### config.mk
export PLATFORM = sky130hd
export DESIGN_NAME = rcd_calendar
export DESIGN_NICKNAME = d
export VERILOG_FILES = /design/src/rcd_pkg.sv /design/src/rcd_cal_step.sv /design/src/rcd_calendar.sv
export SDC_FILE = /design/constraint.sdc
export NUM_CORES = 1
export LEC_CHECK = 0
export BUFFER_PORTS_ARGS = -buffer_cell sky130_fd_sc_hd__buf_2
export CAP_MARGIN = 15
export CORE_UTILIZATION = 40
export CTS_CLUSTER_DIAMETER = 30
export CTS_CLUSTER_SIZE = 25
export DETAILED_ROUTE_END_ITERATION = 10
export PLACE_DENSITY_LB_ADDON = 0.25
export SLEW_MARGIN = 10
export SYNTH_ARGS = -nofsm -noshare
export SYNTH_HDL_FRONTEND = slang
export SYNTH_HIERARCHICAL = 1
export SYNTH_SLANG_ARGS = --single-unit
### constraint.sdc
create_clock -name mclk -period 7 [get_ports mclk]
set_clock_uncertainty 0.1 [all_clocks]
set_input_delay 1.05 -clock mclk [delete_from_list [all_inputs] [get_ports mclk]]
set_output_delay 1.05 -clock mclk [all_outputs]
set_load 0.005 [all_outputs]
### src/rcd_pkg.sv
// rcd_pkg: shared constants and types of the calendar register block
package rcd_pkg;

    localparam int ADDR_W = 8;
    localparam int DATA_W = 8;

    // register offsets
    localparam logic [7:0] OFS_WEEKDAY = 8'h04;
    localparam logic [7:0] OFS_DATE = 8'h05;
    localparam logic [7:0] OFS_MONTH = 8'h06;
    localparam logic [7:0] OFS_YEAR = 8'h07;

    // reset values
    localparam logic [7:0] RST_WEEKDAY = 8'h01;
    localparam logic [7:0] RST_DATE = 8'h01;
    localparam logic [7:0] RST_MONTH = 8'h01;
    localparam logic [7:0] RST_YEAR = 8'h01;

    // weekday and status field positions
    localparam int POS_OSC_RUN = 5;
    localparam int POS_PWR_LOSS = 4;
    localparam int POS_VBAT_EN = 3;
    // month field position
    localparam int POS_LEAP = 5;

    // writable masks; other positions are unimplemented but weekday bits 5-3 and month bit 5
    localparam logic [7:0] MSK_WEEKDAY = 8'h07;
    localparam logic [7:0] MSK_DATE = 8'h3F;
    localparam logic [7:0] MSK_MONTH = 8'h1F;
    localparam logic [7:0] MSK_YEAR = 8'hFF;

    // bcd values used by the calendar step and the weekday counter
    localparam logic [3:0] BCD_NINE = 4'h9;
    localparam logic [3:0] BCD_ZERO = 4'h0;
    localparam logic [3:0] BCD_ONE = 4'h1;
    localparam logic [2:0] WEEKDAY_FIRST = 3'h1;
    localparam logic [2:0] WEEKDAY_LAST = 3'h7;
    localparam logic [7:0] BCD_FIRST = 8'h01;
    localparam logic [7:0] DAYS_28 = 8'h28;
    localparam logic [7:0] DAYS_29 = 8'h29;
    localparam logic [7:0] DAYS_30 = 8'h30;
    localparam logic [7:0] DAYS_31 = 8'h31;
    localparam logic [7:0] MON_FEB = 8'h02;
    localparam logic [7:0] MON_APR = 8'h04;
    localparam logic [7:0] MON_JUN = 8'h06;
    localparam logic [7:0] MON_SEP = 8'h09;
    localparam logic [7:0] MON_OCT = 8'h10;
    localparam logic [7:0] MON_NOV = 8'h11;
    localparam logic [7:0] MON_DEC = 8'h12;
    localparam logic [7:0] YEAR_LAST = 8'h99;
    localparam logic [7:0] YEAR_FIRST = 8'h00;

    typedef struct packed {
        logic wr;
        logic rd;
        logic [ADDR_W-1:0] addr;
        logic [DATA_W-1:0] wdata;
    } rcd_req_t;

    typedef struct packed {
        logic [1:0] date_tens_digit;
        logic [3:0] date_units_digit;
        logic month_tens_digit;
        logic [3:0] month_units_digit;
        logic [3:0] year_tens_digit;
        logic [3:0] year_units_digit;
    } rcd_cal_t;

endpackage

### src/rcd_cal_step.sv
// rcd_cal_step: next calendar date after a day rollover, plus leap detect
`timescale 1ns/1ps
`default_nettype none
module rcd_cal_step (
    input wire rcd_pkg::rcd_cal_t cur,
    output var rcd_pkg::rcd_cal_t nxt,
    output logic leap
);
    import rcd_pkg::*;

    wire [7:0] date_b = {2'b00, cur.date_tens_digit, cur.date_units_digit};
    wire [7:0] mon_b = {3'b000, cur.month_tens_digit, cur.month_units_digit};
    wire [7:0] year_b = {cur.year_tens_digit, cur.year_units_digit};

    // two-digit year divisible by four, worked in bcd
    wire tens_odd = cur.year_tens_digit[0];
    wire units_mod4 = (cur.year_units_digit[1:0] == 2'b00);
    wire units_mod2 = (cur.year_units_digit[1:0] == 2'b10);
    assign leap = tens_odd ? units_mod2 : units_mod4;

    wire is_short = (mon_b == MON_APR) || (mon_b == MON_JUN) ||
                    (mon_b == MON_SEP) || (mon_b == MON_NOV);
    wire [7:0] last_day = (mon_b == MON_FEB) ? (leap ? DAYS_29 : DAYS_28) :
                          (is_short ? DAYS_30 : DAYS_31);
    wire month_end = (date_b >= last_day);
    wire year_end = (mon_b == MON_DEC);

    wire [7:0] date_inc = (cur.date_units_digit == BCD_NINE) ?
        {2'b00, cur.date_tens_digit + 2'b01, BCD_ZERO} : date_b + 8'h01;
    wire [7:0] mon_inc = (mon_b == MON_SEP) ? MON_OCT : mon_b + 8'h01;
    wire [7:0] year_inc = (year_b == YEAR_LAST) ? YEAR_FIRST :
        (cur.year_units_digit == BCD_NINE) ?
        {cur.year_tens_digit + BCD_ONE, BCD_ZERO} : year_b + 8'h01;

    wire [7:0] date_n = month_end ? BCD_FIRST : date_inc;
    wire [7:0] mon_n = !month_end ? mon_b : (year_end ? BCD_FIRST : mon_inc);
    wire [7:0] year_n = (month_end && year_end) ? year_inc : year_b;

    assign nxt.date_tens_digit = date_n[5:4];
    assign nxt.date_units_digit = date_n[3:0];
    assign nxt.month_tens_digit = mon_n[4];
    assign nxt.month_units_digit = mon_n[3:0];
    assign nxt.year_tens_digit = year_n[7:4];
    assign nxt.year_units_digit = year_n[3:0];
endmodule
`default_nettype wire

### src/rcd_calendar.sv
// rcd_calendar: weekday/status, date, month and year registers of the clock
//
// Functional notes
// - date kept as bcd: tens digit bits 5-4 (0-3), units bits 3-0 (0-9)
// - month tens digit is one bit at position 4, value 0 or 1
// - month units digit is a 4-bit bcd field in bits 3-0, 0 to 9
// - year kept as bcd: tens bits 7-4, units bits 3-0, each 0 to 9
// - month bit 5 is a read-only leap-year flag for the current year
// - unimplemented bits ignore writes and read as zero
// - power-loss flag cleared only by writing zero; only hardware sets it
// - while power-loss flag set, no new timestamp may be logged
// - oscillator go bit in seconds register starts (1) or stops (0) timekeeping
`timescale 1ns/1ps
`default_nettype none
module rcd_calendar (
    input wire logic mclk,
    input wire logic rst,
    input wire rcd_pkg::rcd_req_t req,
    input wire logic day_rollover,
    input wire logic osc_go_bit,
    input wire logic osc_clock_present,
    input wire logic power_fail_event,
    output logic [rcd_pkg::DATA_W-1:0] rdata,
    output logic rvalid,
    output logic backup_supply_enable,
    output logic timestamp_log_allow,
    output logic osc_running_flag
);
    import rcd_pkg::*;

    ////////////////////////////////////////////////////////////////////////
    // state

    rcd_cal_t cal_q, cal_d;
    logic [2:0] weekday_counter_q, weekday_counter_d;
    logic power_loss_flag_q, power_loss_flag_d;
    logic vbat_en_q, vbat_en_d;
    logic osc_run_q;
    logic [1:0] osc_sync_q;
    logic [1:0] pfail_sync_q;
    logic pfail_prev_q;
    logic [DATA_W-1:0] rdata_q, rdata_d;
    logic rvalid_q;
    logic ts_allow_q;

    rcd_cal_t cal_next;
    logic leap_year_flag;

    rcd_cal_step u_step (
        .cur(cal_q),
        .nxt(cal_next),
        .leap(leap_year_flag)
    );

    ////////////////////////////////////////////////////////////////////////
    // address decode

    wire sel_weekday = (req.addr == OFS_WEEKDAY);
    wire sel_date = (req.addr == OFS_DATE);
    wire sel_month = (req.addr == OFS_MONTH);
    wire sel_year = (req.addr == OFS_YEAR);

    wire wr_weekday = req.wr && sel_weekday;
    wire wr_date = req.wr && sel_date;
    wire wr_month = req.wr && sel_month;
    wire wr_year = req.wr && sel_year;

    // only writable bits are taken from the bus
    wire [DATA_W-1:0] wd_date = req.wdata & MSK_DATE;
    wire [DATA_W-1:0] wd_month = req.wdata & MSK_MONTH;
    wire [DATA_W-1:0] wd_year = req.wdata & MSK_YEAR;
    wire [DATA_W-1:0] wd_weekday = req.wdata & MSK_WEEKDAY;

    ////////////////////////////////////////////////////////////////////////
    // read image

    wire [DATA_W-1:0] img_weekday = {2'b00, osc_run_q, power_loss_flag_q, vbat_en_q,
                                   weekday_counter_q};
    wire [DATA_W-1:0] img_date = {2'b00, cal_q.date_tens_digit,
                                  cal_q.date_units_digit};
    wire [DATA_W-1:0] img_month = {2'b00, leap_year_flag, cal_q.month_tens_digit,
                                   cal_q.month_units_digit};
    wire [DATA_W-1:0] img_year = {cal_q.year_tens_digit,
                                  cal_q.year_units_digit};

    always_comb begin
        if (sel_weekday) begin
            rdata_d = img_weekday;
        end else if (sel_date) begin
            rdata_d = img_date;
        end else if (sel_month) begin
            rdata_d = img_month;
        end else if (sel_year) begin
            rdata_d = img_year;
        end else begin
            rdata_d = '0;
        end
    end

    ////////////////////////////////////////////////////////////////////////
    // calendar counters: a write to a register wins over the rollover

    always_comb begin
        cal_d = cal_q;
        if (day_rollover && osc_run_q) begin
            cal_d = cal_next;
        end
        if (wr_date) begin
            cal_d.date_tens_digit = wd_date[5:4];
            cal_d.date_units_digit = wd_date[3:0];
        end
        if (wr_month) begin
            cal_d.month_tens_digit = wd_month[4];
            cal_d.month_units_digit = wd_month[3:0];
        end
        if (wr_year) begin
            cal_d.year_tens_digit = wd_year[7:4];
            cal_d.year_units_digit = wd_year[3:0];
        end
    end

    // a written zero is out of range and steps to the first day on rollover
    wire [2:0] weekday_inc = (weekday_counter_q >= WEEKDAY_LAST) ? WEEKDAY_FIRST :
                             weekday_counter_q + 3'h1;

    always_comb begin
        weekday_counter_d = weekday_counter_q;
        vbat_en_d = vbat_en_q;
        if (day_rollover && osc_run_q) begin
            weekday_counter_d = weekday_inc;
        end
        if (wr_weekday) begin
            weekday_counter_d = wd_weekday[2:0];
            vbat_en_d = req.wdata[POS_VBAT_EN];
        end
    end

    ////////////////////////////////////////////////////////////////////////
    // power-loss flag: hardware set wins over a software clear

    // the failure edge is taken after the synchroniser; a clear written in the
    // same cycle as a new failure loses, so no failure goes unrecorded
    wire pfail_rise = pfail_sync_q[1] && !pfail_prev_q;
    wire pwr_clear = wr_weekday && !req.wdata[POS_PWR_LOSS];

    always_comb begin
        power_loss_flag_d = power_loss_flag_q;
        if (pwr_clear) begin
            power_loss_flag_d = 1'b0;
        end
        if (pfail_rise) begin
            power_loss_flag_d = 1'b1;
        end
    end

    ////////////////////////////////////////////////////////////////////////
    // flops

    always_ff @(posedge mclk) begin
        if (rst) begin
            cal_q <= rcd_cal_t'({RST_DATE[5:0], RST_MONTH[4:0], RST_YEAR});
        end else begin
            cal_q <= cal_d;
        end
    end

    always_ff @(posedge mclk) begin
        if (rst) begin
            weekday_counter_q <= RST_WEEKDAY[2:0];
            vbat_en_q <= RST_WEEKDAY[POS_VBAT_EN];
            power_loss_flag_q <= RST_WEEKDAY[POS_PWR_LOSS];
        end else begin
            weekday_counter_q <= weekday_counter_d;
            vbat_en_q <= vbat_en_d;
            power_loss_flag_q <= power_loss_flag_d;
        end
    end

    // oscillator sense and power-fail event arrive from outside the domain
    always_ff @(posedge mclk) begin
        if (rst) begin
            osc_sync_q <= 2'b00;
            pfail_sync_q <= 2'b00;
            pfail_prev_q <= 1'b0;
        end else begin
            osc_sync_q <= {osc_sync_q[0], osc_clock_present};
            pfail_sync_q <= {pfail_sync_q[0], power_fail_event};
            pfail_prev_q <= pfail_sync_q[1];
        end
    end

    // log permit follows the next flag value so it changes with the flag itself
    always_ff @(posedge mclk) begin
        if (rst) begin
            osc_run_q <= RST_WEEKDAY[POS_OSC_RUN];
            ts_allow_q <= 1'b0;
        end else begin
            osc_run_q <= osc_go_bit && osc_sync_q[1];
            ts_allow_q <= !power_loss_flag_d;
        end
    end

    always_ff @(posedge mclk) begin
        if (rst) begin
            rdata_q <= '0;
            rvalid_q <= 1'b0;
        end else begin
            rdata_q <= req.rd ? rdata_d : '0;
            rvalid_q <= req.rd;
        end
    end

    assign rdata = rdata_q;
    assign rvalid = rvalid_q;
    assign backup_supply_enable = vbat_en_q;
    assign timestamp_log_allow = ts_allow_q;
    assign osc_running_flag = osc_run_q;
endmodule
`default_nettype wire

==> summary.txt, run 1 <==
Drt
  • Post-Route WL: approximately 6900 um
  • Iter 0 DRT Violations: roughly 160
  • Drt pass-1 iters: 7
  • DR vias/cell: 6.01
  • Via count: 2418
  • Antenna-violating nets left: 0
  • DRC: 2
  • WL/cell: ~17 um

Floorplanning
  • Ports: 36
  • DIE HEIGHT: ~85 um
  • Rows: 29
  • Die area: between 0.007 and 0.008 sq mm
  • Initial cell density of the core: a little over two fifths
  • CORE AREA: 0.00646 sq mm
  • Chip Width: between 80 and 90 um

Global route
  • Initial antenna violation count: 0
  • Largest net degree at the start of global routing: 36
  • Gr usage total: between 15 and 20%
  • Total grt overflow: 0
  • Number of global-route vias before repair: 2313
  • First-pass GRT wire length: 11400 um

Synth
  • Most frequent cells after synthesis: 40 x dfxtp_1, 35 x mux2i_1, 19 x a211oi_1
  • Mean area per synthesized cell: 8.91 sq um
  • Post-synth EDFFs: 0
  • Ys flop type: dfxtp_1
  • Cell taking the most area after synthesis: dfxtp_1
  • Synth Area in Simple Gates: around 25%
  • Proportion of synthesized area in mux cells: between 10% and 20%
  • Adder-cell area share of the yosys netlist: 5.05%
  • Syn Inst Count: 306
  • Asr flop ratio synth: 0%
  • Synth unique cells: 54
  • Count leader, synth: dfxtp_1
  • Seq/Total Area, Yosys: about 29%
  • Top cell type's share of synthesized area: 29.4%
  • Synth Area in XOR/XNOR: around 2.6%
  • Largest cells by area after synthesis: dfxtp_1 29%, mux2i_1 13%, a211oi_1 5.2%
  • Mapped cell area: between 0.002 and 0.003 sq mm
  • Synth warn: 6
  • Largest family of logic cells by synthesized area: simple AND/OR/NAND/NOR gates
  • Synth Register Bits: 40
  • Synth Area in Compound Gates: between 10% and 20%
  • Syn Nets: roughly 340

Timing
  • Final setup violation count: 0
  • Fin Setup TNS: 0 ns
  • Slew @ Worst Pin: a little under 1 ns
  • Period utilisation layout: between 40% and 50%
  • Clock period minus worst slack: roughly 3.4 ns
  • Max Freq: slightly below 300 MHz
  • Slew headroom: between 30 and 40%
  • RSZ-0062 raised after global routing: no
  • Slew Limit Fails: 0
  • Final hold violation count: 0

Power
  • Sequential power share: 54.7%
  • Leakage: ~1.3 nW
  • Pint: 0.323 mW
  • PwrDens: 144 mW/mm^2
  • Fraction of power consumed by the clock network: approximately 37%
  • Sw Share: roughly a quarter
  • NetSw: between 0.1 and 0.15 mW
  • Worst vdd ir: between 0.0001 and 0.00015 V
  • Gate power share: between 8 and 9%

Flow run
  • Max Cap Viol: 0

Placed design
  • Detailed Place HPWL: 5010 um
  • DP Area: about 0.0029 sq mm
  • Port bufs: 35
  • Placer Congestion: approximately 0.85

Worst setup path
  • Worst setup EP type: flop
  • Crit path largest cell delay: 0.73 ns
  • Crit path kind: flop to flop
  • Critical Path Start Type: flop
  • Worst endpoint required time: roughly 7.1 ns
  • Worst-path fanout max: 16
  • Slowest-stage cell, CP: nor2_1
  • CP cell instances: inv_1, ha_1, nand2b_1, or3_1, inv_1, ha_1, o21ai_0, nor2_1, and2_4, o211ai_1, and3_1, a211oi_1, mux2i_1
  • Crit path DAT: 3.49 ns

Status
  • Status: complete, but fails checks
  • Failing checks: design-rule violations

Clocking
  • Clk buf depth: 2
  • Post-CTS setup buffer count: 0
  • Worst-Skew Late Latency: 0.29 ns
  • Clock Pin Slew Worst Setup and Hold Paths: ~0.08 ns
  • CTS sink cnt: 40
  • Clock root buffer: clkbuf_8
  • CTS tree: built
  • CTS Hold Buffers Added: 0
  • CTS Buf Count: 5
  • PostCTS Resize Cnt: 0
  • H-tree Lvls: 2

Cells and area
  • NumNets Final: about 360
  • Area Overhead vs Synth: 8.67%
  • Share of cells above drive strength 1: 16.9%
  • Number of diodes: 0
  • Design Area, Final: ~0.0030 sq mm

Min path
  • HP Class: flop to flop
state kept, by name, indices dropped and copies added (netlist names):
name and flops:
cal_q 19, rdata 8, weekday_counter_q 3, osc_sync_q 2
pfail_sync_q 2, backup_supply_enable 1, osc_running_flag 1, pfail_prev_q 1
power_loss_flag_q 1, rvalid 1, timestamp_log_allow 1
per-layer routing:
layer	vias up	track usage (%)	routed length, um
li1	1194	-	-
met1	1142	28.2	3320
met2	71	30.5	3050
met3	11	3.34	420
met4	0	4.93	113
met5	-	0	0
area by class of cell:
class                           count  area (sq um)
Sequential cell                    40           801
Clock inverter                      2          10.0
Fill cell                         643          3490
Tap cell                           77          96.3
Inverter                           11          41.3
Timing Repair Buffer               35           175
Multi-Input combinational cell    231          1760
Clock buffer                        6          82.6
worst max-delay path, delay by kind of cell, from the launching register on:
family	cells	cell delay [ns]
adder cells (fa/ha/maj)	2	0.42
flip-flops	1	0.36
AND/OR/NAND/NOR	5	1.68
AO/OA/AOI/OAI	3	0.40
buffers and inverters	2	0.23
multiplexers	1	0.10
final timing paths:
kind	end	startpoint	slack [ns]	cells after the start
worst min-delay path	osc_running_flag	osc_sync_q[1]	0.32	2
worst max-delay path	cal_q[8]	cal_q[8]	3.58	13
worst min register to register	osc_running_flag	osc_sync_q[1]	0.32	2
worst max register to register	cal_q[8]	cal_q[8]	3.58	13
placed cells by master (no fill, tap or decap), types with 4 or more instances in the layout:
| cell | count |
|---|---|
| o21ai_0 | 5 |
| xor2_1 | 5 |
| nor4_1 | 17 |
| a22o_1 | 4 |
| nand2_1 | 8 |
| buf_2 | 35 |
| and3_1 | 7 |
| a211oi_1 | 19 |
| mux2i_1 | 35 |
| nand4_1 | 5 |
| inv_1 | 11 |
| dfxtp_1 | 40 |
| nor2b_1 | 8 |
| a21oi_1 | 10 |
| nor3_1 | 7 |
| clkbuf_8 | 6 |
| ha_1 | 11 |
| a221oi_1 | 7 |
| nor2_1 | 17 |
| nand3_1 | 7 |
| nand2b_1 | 7 |
power groups by stage:
stage | clock network (mW) | registers [mW] | logic, mW
final | 0.158 | 0.233 | 0.0347
after global placement | 0 | 0.238 | 0.0338
after global routing | 0.170 | 0.233 | 0.0374
after CTS | 0.162 | 0.233 | 0.0343
after floorplan | 0 | 0.237 | 0.0212
after detailed placement | 0 | 0.238 | 0.0341
logic make-up after synthesis:
kind of cell    Yosys count
simple gates            107
compound gates           65
mux                      40
flops                    40
buf+inv                  35
fa+ha+maj                11
xor+xnor                  8
stage by stage:
step                      power, mW  utilization [%]  setup WS (ns)  std cells  hold slack (ns)
final                         0.426             45.9           3.58        402            0.319
after global routing          0.441             45.9           3.25        402            0.337
after CTS                     0.429             45.9           3.61        402            0.324
after detailed placement      0.272             44.5           3.62        394            0.308
after global placement        0.272             44.5           3.74        394            0.319
after floorplan               0.258                -           4.14        306            0.295
Power figures use the tool's default switching activity.
==> inputs of run 2 (changes only) <==
clock period = 2.9 ns   (was 7 ns; I/O delays follow)
==> run 2 against run 1 <==
Net effect:
- the flow still finishes with violations (design-rule violations)
- final cell count rose by 7.5%
- routed wire length rose by 9.7%
- global-route usage rose by 1.6 points
- sequential share of layout area fell by 2.8 points
- flip-flop and latch count did not move
- largest power group unchanged
- hold slack got worse by 0.074 ns
- final area rose by 12%
- die area did not move
- sequential power rose by 140%
- core utilization rose by 5.4 points
- clock-buffer cell count did not move
==> summary.txt, run 2 (synthesized netlist as in run 1, its figures left out) <==
Clocking
  • Clock Pin Slew Worst Setup and Hold Paths: 0.08 ns (about the same)
  • Worst-Skew Late Latency: 0.30 ns (about the same)
  • CTS sink cnt: 40 (unchanged)
  • CTS Buf Count: 5 (unchanged)
  • Clk buf depth: 2 (unchanged)
  • H-tree Lvls: 2 (unchanged)
  • Clock root buffer: clkbuf_8
  • CTS Hold Buffers Added: 0 (unchanged)
  • CTS tree: built

Drt
  • Drt pass-1 iters: 7 (unchanged)
  • Post-Route WL: 7570 um (+9.7%)
  • Via count: 2595 (+7.3%)
  • Iter 0 DRT Violations: 164 (+4.5%)
  • WL/cell: 17.5 um (+2.1%)
  • DR vias/cell: 6.01 (-0.13%)
  • DRC: 2 (unchanged)
  • Antenna-violating nets left: 0 (unchanged)

Global route
  • Total grt overflow: 0 (unchanged)
  • First-pass GRT wire length: 12000 um (+4.9%)
  • Number of global-route vias before repair: 2430 (+5.1%)
  • Largest net degree at the start of global routing: 36 (unchanged)
  • Gr usage total: 21.3% (+1.6 points)
  • Initial antenna violation count: 0 (unchanged)

Cells and area
  • Most common cell after layout, fill and taps aside: dfxtp_1
  • Number of diodes: 0 (unchanged)
  • Area Overhead vs Synth: 21.4%
  • Sequential cell area: 803 sq um (+0.31%)
  • Most frequent cells in the layout: 38 x dfxtp_1, 36 x buf_2, 35 x mux2i_1, 27 x buf_4, 17 x nor4_1
  • FILL cells: 610 (-5.1%)
  • Design Area, Final: 0.00331 sq mm (+12%)
  • Footprint of the multi-input gates: 0.00187 sq mm (+6.3%)
  • Share of cells above drive strength 1: 29.9% (+13 points)
  • Biggest register: cal_q
  • NumNets Final: 389 (+8.4%)
  • Number of flip-flops in the largest register: 19 (unchanged)

Worst setup path
  • Crit path largest cell delay: 0.35 ns (-0.38 ns)
  • CP cell instances: inv_2, ha_4, nor2b_4, nand2_2, a221oi_2, a31oi_1, ha_1, nor4b_4, buf_4, nand2_4, and2_4, o211ai_1, and3_1, a211oi_2, mux2i_1
  • Slowest-stage cell, CP: dfxtp_2
  • Worst endpoint required time: 2.97 ns (-4.11 ns)
  • Crit path DAT: 2.84 ns (-0.65 ns)
  • Critical Path Start Type: flop
  • Crit path kind: flop to flop
  • Worst setup EP type: flop
  • Worst-path fanout max: 7 (-9)

Flow run
  • Max Cap Viol: 0 (unchanged)

Timing
  • Fin Setup TNS: 0 ns (unchanged)
  • Period utilisation layout: 95.5% (+47 points)
  • Final setup violation count: 0 (unchanged)
  • Final hold violation count: 0 (unchanged)
  • Slew @ Worst Pin: 0.669 ns (-0.311 ns)
  • Slew Limit Fails: 0 (unchanged)
  • Clock period minus worst slack: 2.77 ns (-0.649 ns)
  • WHS: 0.245 ns (-0.0735 ns)
  • Slew headroom: 55.4% (+21 points)
  • Max Freq: 361 MHz (+23%)

Placed design
  • DP Area: 0.00303 sq mm (+5.5%)
  • Port bufs: 35 (unchanged)
  • Placer Congestion: 0.858 (+1.6%)
  • Detailed Place HPWL: 5370 um (+7.0%)

Floorplanning
  • Die area: 0.00715 sq mm (unchanged)
  • DIE HEIGHT: 84.6 um (unchanged)
  • CORE AREA: 0.00646 sq mm (unchanged)
  • Initial cell density of the core: 42.2% (unchanged)
  • Rows: 29 (unchanged)
  • Ports: 36 (unchanged)
  • Chip Width: 84.6 um (unchanged)

Power
  • Worst vdd ir: 0.000231 V (+82%)
  • Power Total: 1.11 mW (+160%)
  • PwrDens: 336 mW/mm^2 (+130%)
  • Fraction of power consumed by the clock network: 41.3% (+4.1 points)
  • Leakage: 1.51 nW (+13%)
  • Sw Share: 23.7% (-0.53 points)
  • Sequential power share: 50.5% (-4.2 points)
  • NetSw: 0.263 mW (+160%)
  • Gate power share: 8.1% (about the same)
  • Pint: 0.848 mW (+160%)

Status
  • Status: complete, but fails checks
  • Failing checks: design-rule violations

Min path
  • HP Class: input port to flop
-- run 2: cell types whose count changed in the layout (fill, tap and decap cells not counted), moves of 3 or more --
| cell | delta |
|---|---|
| buf_4 | +27 |
| a211oi_1 | -4 |
| a211oi_2 | +4 |
| ha_1 | -3 |
-- run 2: power groups by stage --
stage	registers (mW)	clock network (mW)	logic (mW)
floorplan	0.573	0	0.0511
global placement	0.575	0	0.0851
detailed placement	0.575	0	0.0865
CTS	0.562	0.471	0.0871
global route	0.563	0.486	0.0977
finish	0.562	0.460	0.0905
-- run 2: cell type report --
type                       instances  share of cell area, %
clock buffer                       6                   2.19
clock inverter                     2                   1.06
inverter                          11                   1.25
multi-input combinational        232                   56.4
sequential                        40                   24.3
tap                               77                   2.91
timing repair buffer              64                   11.9
-- run 2: metrics by stage --
step / std cells / worst slack [ns] / utilization (%)
detailed placement: 415 / -0.0578 / 46.9
finish: 432 / 0.131 / 51.3
CTS: 425 / 0.00545 / 49.1
global placement: 415 / 0.0393 / 46.9
floorplan: 306 / 0.0393 / -
global route: 432 / -0.0244 / 51.3
-- run 2: critical path, delay by kind of cell (launching register included) --
family / cells / cell delay, ns
compound gates: 4 / 0.66
fa+ha+maj: 2 / 0.34
buf+inv: 2 / 0.27
flops: 1 / 0.35
mux: 1 / 0.11
simple gates: 6 / 0.82
-- run 2: layer usage --
metal / vias up / track usage (%) / share of wire [%]
li1: 1257 / - / -
met1: 1249 / 28.4 / 45
met2: 76 / 34.4 / 48
met3: 13 / 3.05 / 5.1
met4: 0 / 8.94 / 1.7
met5: - / 0 / 0
-- run 2: path summary, 6_finish.rpt --
path                                        start  slack, ns                to  cells past startpoint
worst min-delay path            osc_clock_present       0.25     osc_sync_q[0]                      2
worst max register to register           cal_q[9]       0.13          cal_q[8]                     15
worst max-delay path                     cal_q[9]       0.13          cal_q[8]                     15
worst min register to register      osc_sync_q[1]       0.32  osc_running_flag                      2
-- run 2: repair_timing --
item                                    CTS  global route
pin swaps                                 0             7
buffers inserted                          2             5
cloned                                    0             2
endpoints found under the setup margin    3            18
hold endpoints to repair                  0             0
resized for setup                         4            24
==> inputs of run 3 (changes only) <==
--- a/config.mk
+++ b/config.mk
@@ -11,3 +11,2 @@
 export CTS_CLUSTER_DIAMETER = 30
-export CTS_CLUSTER_SIZE = 25
 export DETAILED_ROUTE_END_ITERATION = 10
==> constraint.sdc (replaced) <==
create_clock -name mclk -period 2.9 [get_ports mclk]
set_clock_uncertainty 0.1 [all_clocks]
set_input_delay 0.145 -clock mclk [delete_from_list [all_inputs] [get_ports mclk]]
set_output_delay 0.145 -clock mclk [all_outputs]
set_load 0.005 [all_outputs]
==> run 3 against run 2 <==
Net effect:
- the run still ends with design-rule violations left
- largest power group unchanged
- hold slack lost 0.24 ns
- clock power is essentially flat
- sequential share of layout area shrank 0.22 points
- via count grew 1.4%
- critical endpoint unchanged
- die area is the same
- sequential power is essentially flat
- combinational power grew 3.5%
- maximum frequency shrank 0.11%
- highest routed layer unchanged
- clock-buffer cell count is the same
==> summary.txt, run 3 (synthesized netlist as in run 1, its figures left out) <==
Clocking
  • H-tree Lvls: 2 (unchanged)
  • CTS sink cnt: 40 (unchanged)
  • Clock Pin Slew Worst Setup and Hold Paths: 0.08 ns (about the same)
  • Clock root buffer: clkbuf_8
  • Clk buf depth: 2 (unchanged)
  • CTS tree: built
  • CTS Buf Count: 5 (unchanged)
  • Worst-Skew Late Latency: 0.30 ns (about the same)

Floorplanning
  • Die area: 0.00715 sq mm (unchanged)
  • Rows: 29 (unchanged)
  • Ports: 36 (unchanged)
  • Chip Width: 84.6 um (unchanged)
  • CORE AREA: 0.00646 sq mm (unchanged)
  • Initial cell density of the core: 42.2% (unchanged)
  • DIE HEIGHT: 84.6 um (unchanged)

Timing
  • Slew @ Worst Pin: 0.672 ns (+0.00283 ns)
  • Slew Limit Fails: 0 (unchanged)
  • Max Freq: 361 MHz (-0.11%)
  • Period utilisation layout: 95.6% (+0.10 points)
  • WHS: 0.00950 ns (-0.236 ns)
  • Final setup violation count: 0 (unchanged)
  • Final hold violation count: 0 (unchanged)
  • Slew headroom: 54.8% (-0.60 points)
  • Clock period minus worst slack: 2.77 ns (+0.00304 ns)

Cells and area
  • Number of diodes: 0 (unchanged)
  • Most frequent cells in the layout: 38 x dfxtp_1, 36 x buf_2, 35 x mux2i_1, 27 x buf_4, 17 x nor4_1
  • Share of cells above drive strength 1: 29.6% (-0.25 points)
  • Number of flip-flops in the largest register: 19 (unchanged)
  • FILL cells: 607 (-0.49%)
  • Most common cell after layout, fill and taps aside: dfxtp_1
  • Biggest register: cal_q
  • Sequential cell area: 803 sq um (unchanged)
  • Util after Layout: 51.7% (+0.46 points)
  • Area Overhead vs Synth: 22.5%
  • NumNets Final: 392 (+0.77%)
  • Footprint of the multi-input gates: 0.00187 sq mm (unchanged)
  • Design Area, Final: 0.00334 sq mm (+0.91%)

Placed design
  • Placer Congestion: 0.858 (unchanged)
  • Detailed Place HPWL: 5370 um (unchanged)
  • DP Area: 0.00303 sq mm (unchanged)
  • Port bufs: 35 (unchanged)

Min path
  • Hold Path Sink: rvalid
  • Worst hold stages: 2 (unchanged)
  • HP Class: input port to flop
  • Hold_sp: req[16]

Drt
  • Via count: 2632 (+1.4%)
  • Post-Route WL: 7660 um (+1.2%)
  • Length of routed met2 wiring: 3680 um (+1.8%)
  • DRC: 2 (unchanged)
  • M1 WL: 3410 um (-0.81%)
  • Highest Signal Layer: met4
  • Drt pass-1 iters: 7 (unchanged)
  • WL met3: 429 um (+12%)
  • Iter 0 DRT Violations: 148 (-9.8%)
  • DR vias/cell: 6.05 (+0.73%)
  • Antenna-violating nets left: 0 (unchanged)
  • WL/cell: 17.6 um (+0.46%)

Worst setup path
  • Worst reg2reg setup slack: 0.13 ns (about the same)
  • Worst-path fanout max: 7 (unchanged)
  • Crit path DAT: 2.84 ns (about the same)
  • Critical Path Start Type: flop
  • R2R depth: 15 (unchanged)
  • R2R Path End: cal_q[8]
  • Reg2Reg Launch Point: cal_q[9]
  • Worst endpoint required time: 2.97 ns (about the same)
  • Crit path kind: flop to flop
  • Worst setup EP type: flop

Flow run
  • Max Cap Viol: 0 (unchanged)

Global route
  • Total grt overflow: 0 (unchanged)
  • Number of global-route vias before repair: 2436 (+0.25%)
  • Largest net degree at the start of global routing: 36 (unchanged)
  • Initial antenna violation count: 0 (unchanged)
  • First-pass GRT wire length: 12000 um (+0.75%)
  • Gr usage total: 21.4% (+0.17 points)

Power
  • Leakage: 1.52 nW (+0.83%)
  • PwrDens: 334 mW/mm^2 (-0.41%)
  • Worst vdd ir: 0.000233 V (+0.66%)

Status
  • Status: complete, but fails checks
  • Failing checks: design-rule violations
run 3: changes by cell type in the layout (fill, tap and decap cells not counted):
cell,delta
dlygate4sd3_1,+3
run 3: worst max-delay path: stages (launching register included):
cell	delay, ns
dfxtp_2	0.35
inv_2	0.09
ha_4	0.13
nor2b_4	0.14
nand2_2	0.08
a221oi_2	0.28
a31oi_1	0.07
ha_1	0.21
nor4b_4	0.13
buf_4	0.18
nand2_4	0.09
and2_4	0.20
o211ai_1	0.09
and3_1	0.17
a211oi_2	0.22
mux2i_1	0.11
run 3: worst max path at each step:
stage	end	from
6_report	cal_q[8]	cal_q[9]
5_1_grt	cal_q[3]	cal_q[9]
4_1_cts	cal_q[0]	cal_q[8]
3_5_place_dp	cal_q[13]	cal_q[8]
3_3_place_gp	cal_q[13]	cal_q[8]
2_1_floorplan	cal_q[0]	cal_q[8]
run 3: layout make-up:
| class | instances | area share [%] |
|---|---|---|
| flip-flops and latches | 40 | 24.0 |
| well taps | 77 | 2.88 |
| multi-input cells | 232 | 55.9 |
| clock buffers | 6 | 2.17 |
| inverters | 11 | 1.24 |
| clock inverters | 2 | 1.05 |
| repair buffers | 67 | 12.7 |
run 3: through the flow:
stage / cells / setup TNS [ns] / power (mW) / worst slack [ns]
after global placement: 415 / 0 / 0.660 / 0.0393
after CTS: 428 / 0 / 1.12 / 0.00545
after global routing: 435 / -0.113 / 1.15 / -0.0242
final: 435 / 0 / 1.12 / 0.128
after detailed placement: 415 / -0.0948 / 0.661 / -0.0578
after floorplan: 306 / 0 / 0.624 / 0.0393
run 3: power breakdown:
group / internal, mW / switching [mW] / total (mW)
Combinational: 0.0392 / 0.0545 / 0.0937
Clock: 0.256 / 0.206 / 0.462
Sequential: 0.556 / 0.00559 / 0.562
Total: 0.851 / 0.266 / 1.12
run 3: repair_timing:
| action | CTS | global route |
|---|---|---|
| setup endpoints to repair | 3 | 18 |
| resized for setup | 4 | 24 |
| pin swaps | 0 | 7 |
| cloned | 0 | 2 |
| endpoints found under the hold margin | 3 | 0 |
| buffers inserted | 2 | 5 |
| hold buffers | 3 | 0 |
run 3: per-layer routing:
layer | up-vias | track usage (%)
met5 | - | 0
met4 | 0 | 8.94
met3 | 13 | 3.05
met2 | 85 | 34.9
met1 | 1271 | 28.5
li1 | 1263 | -
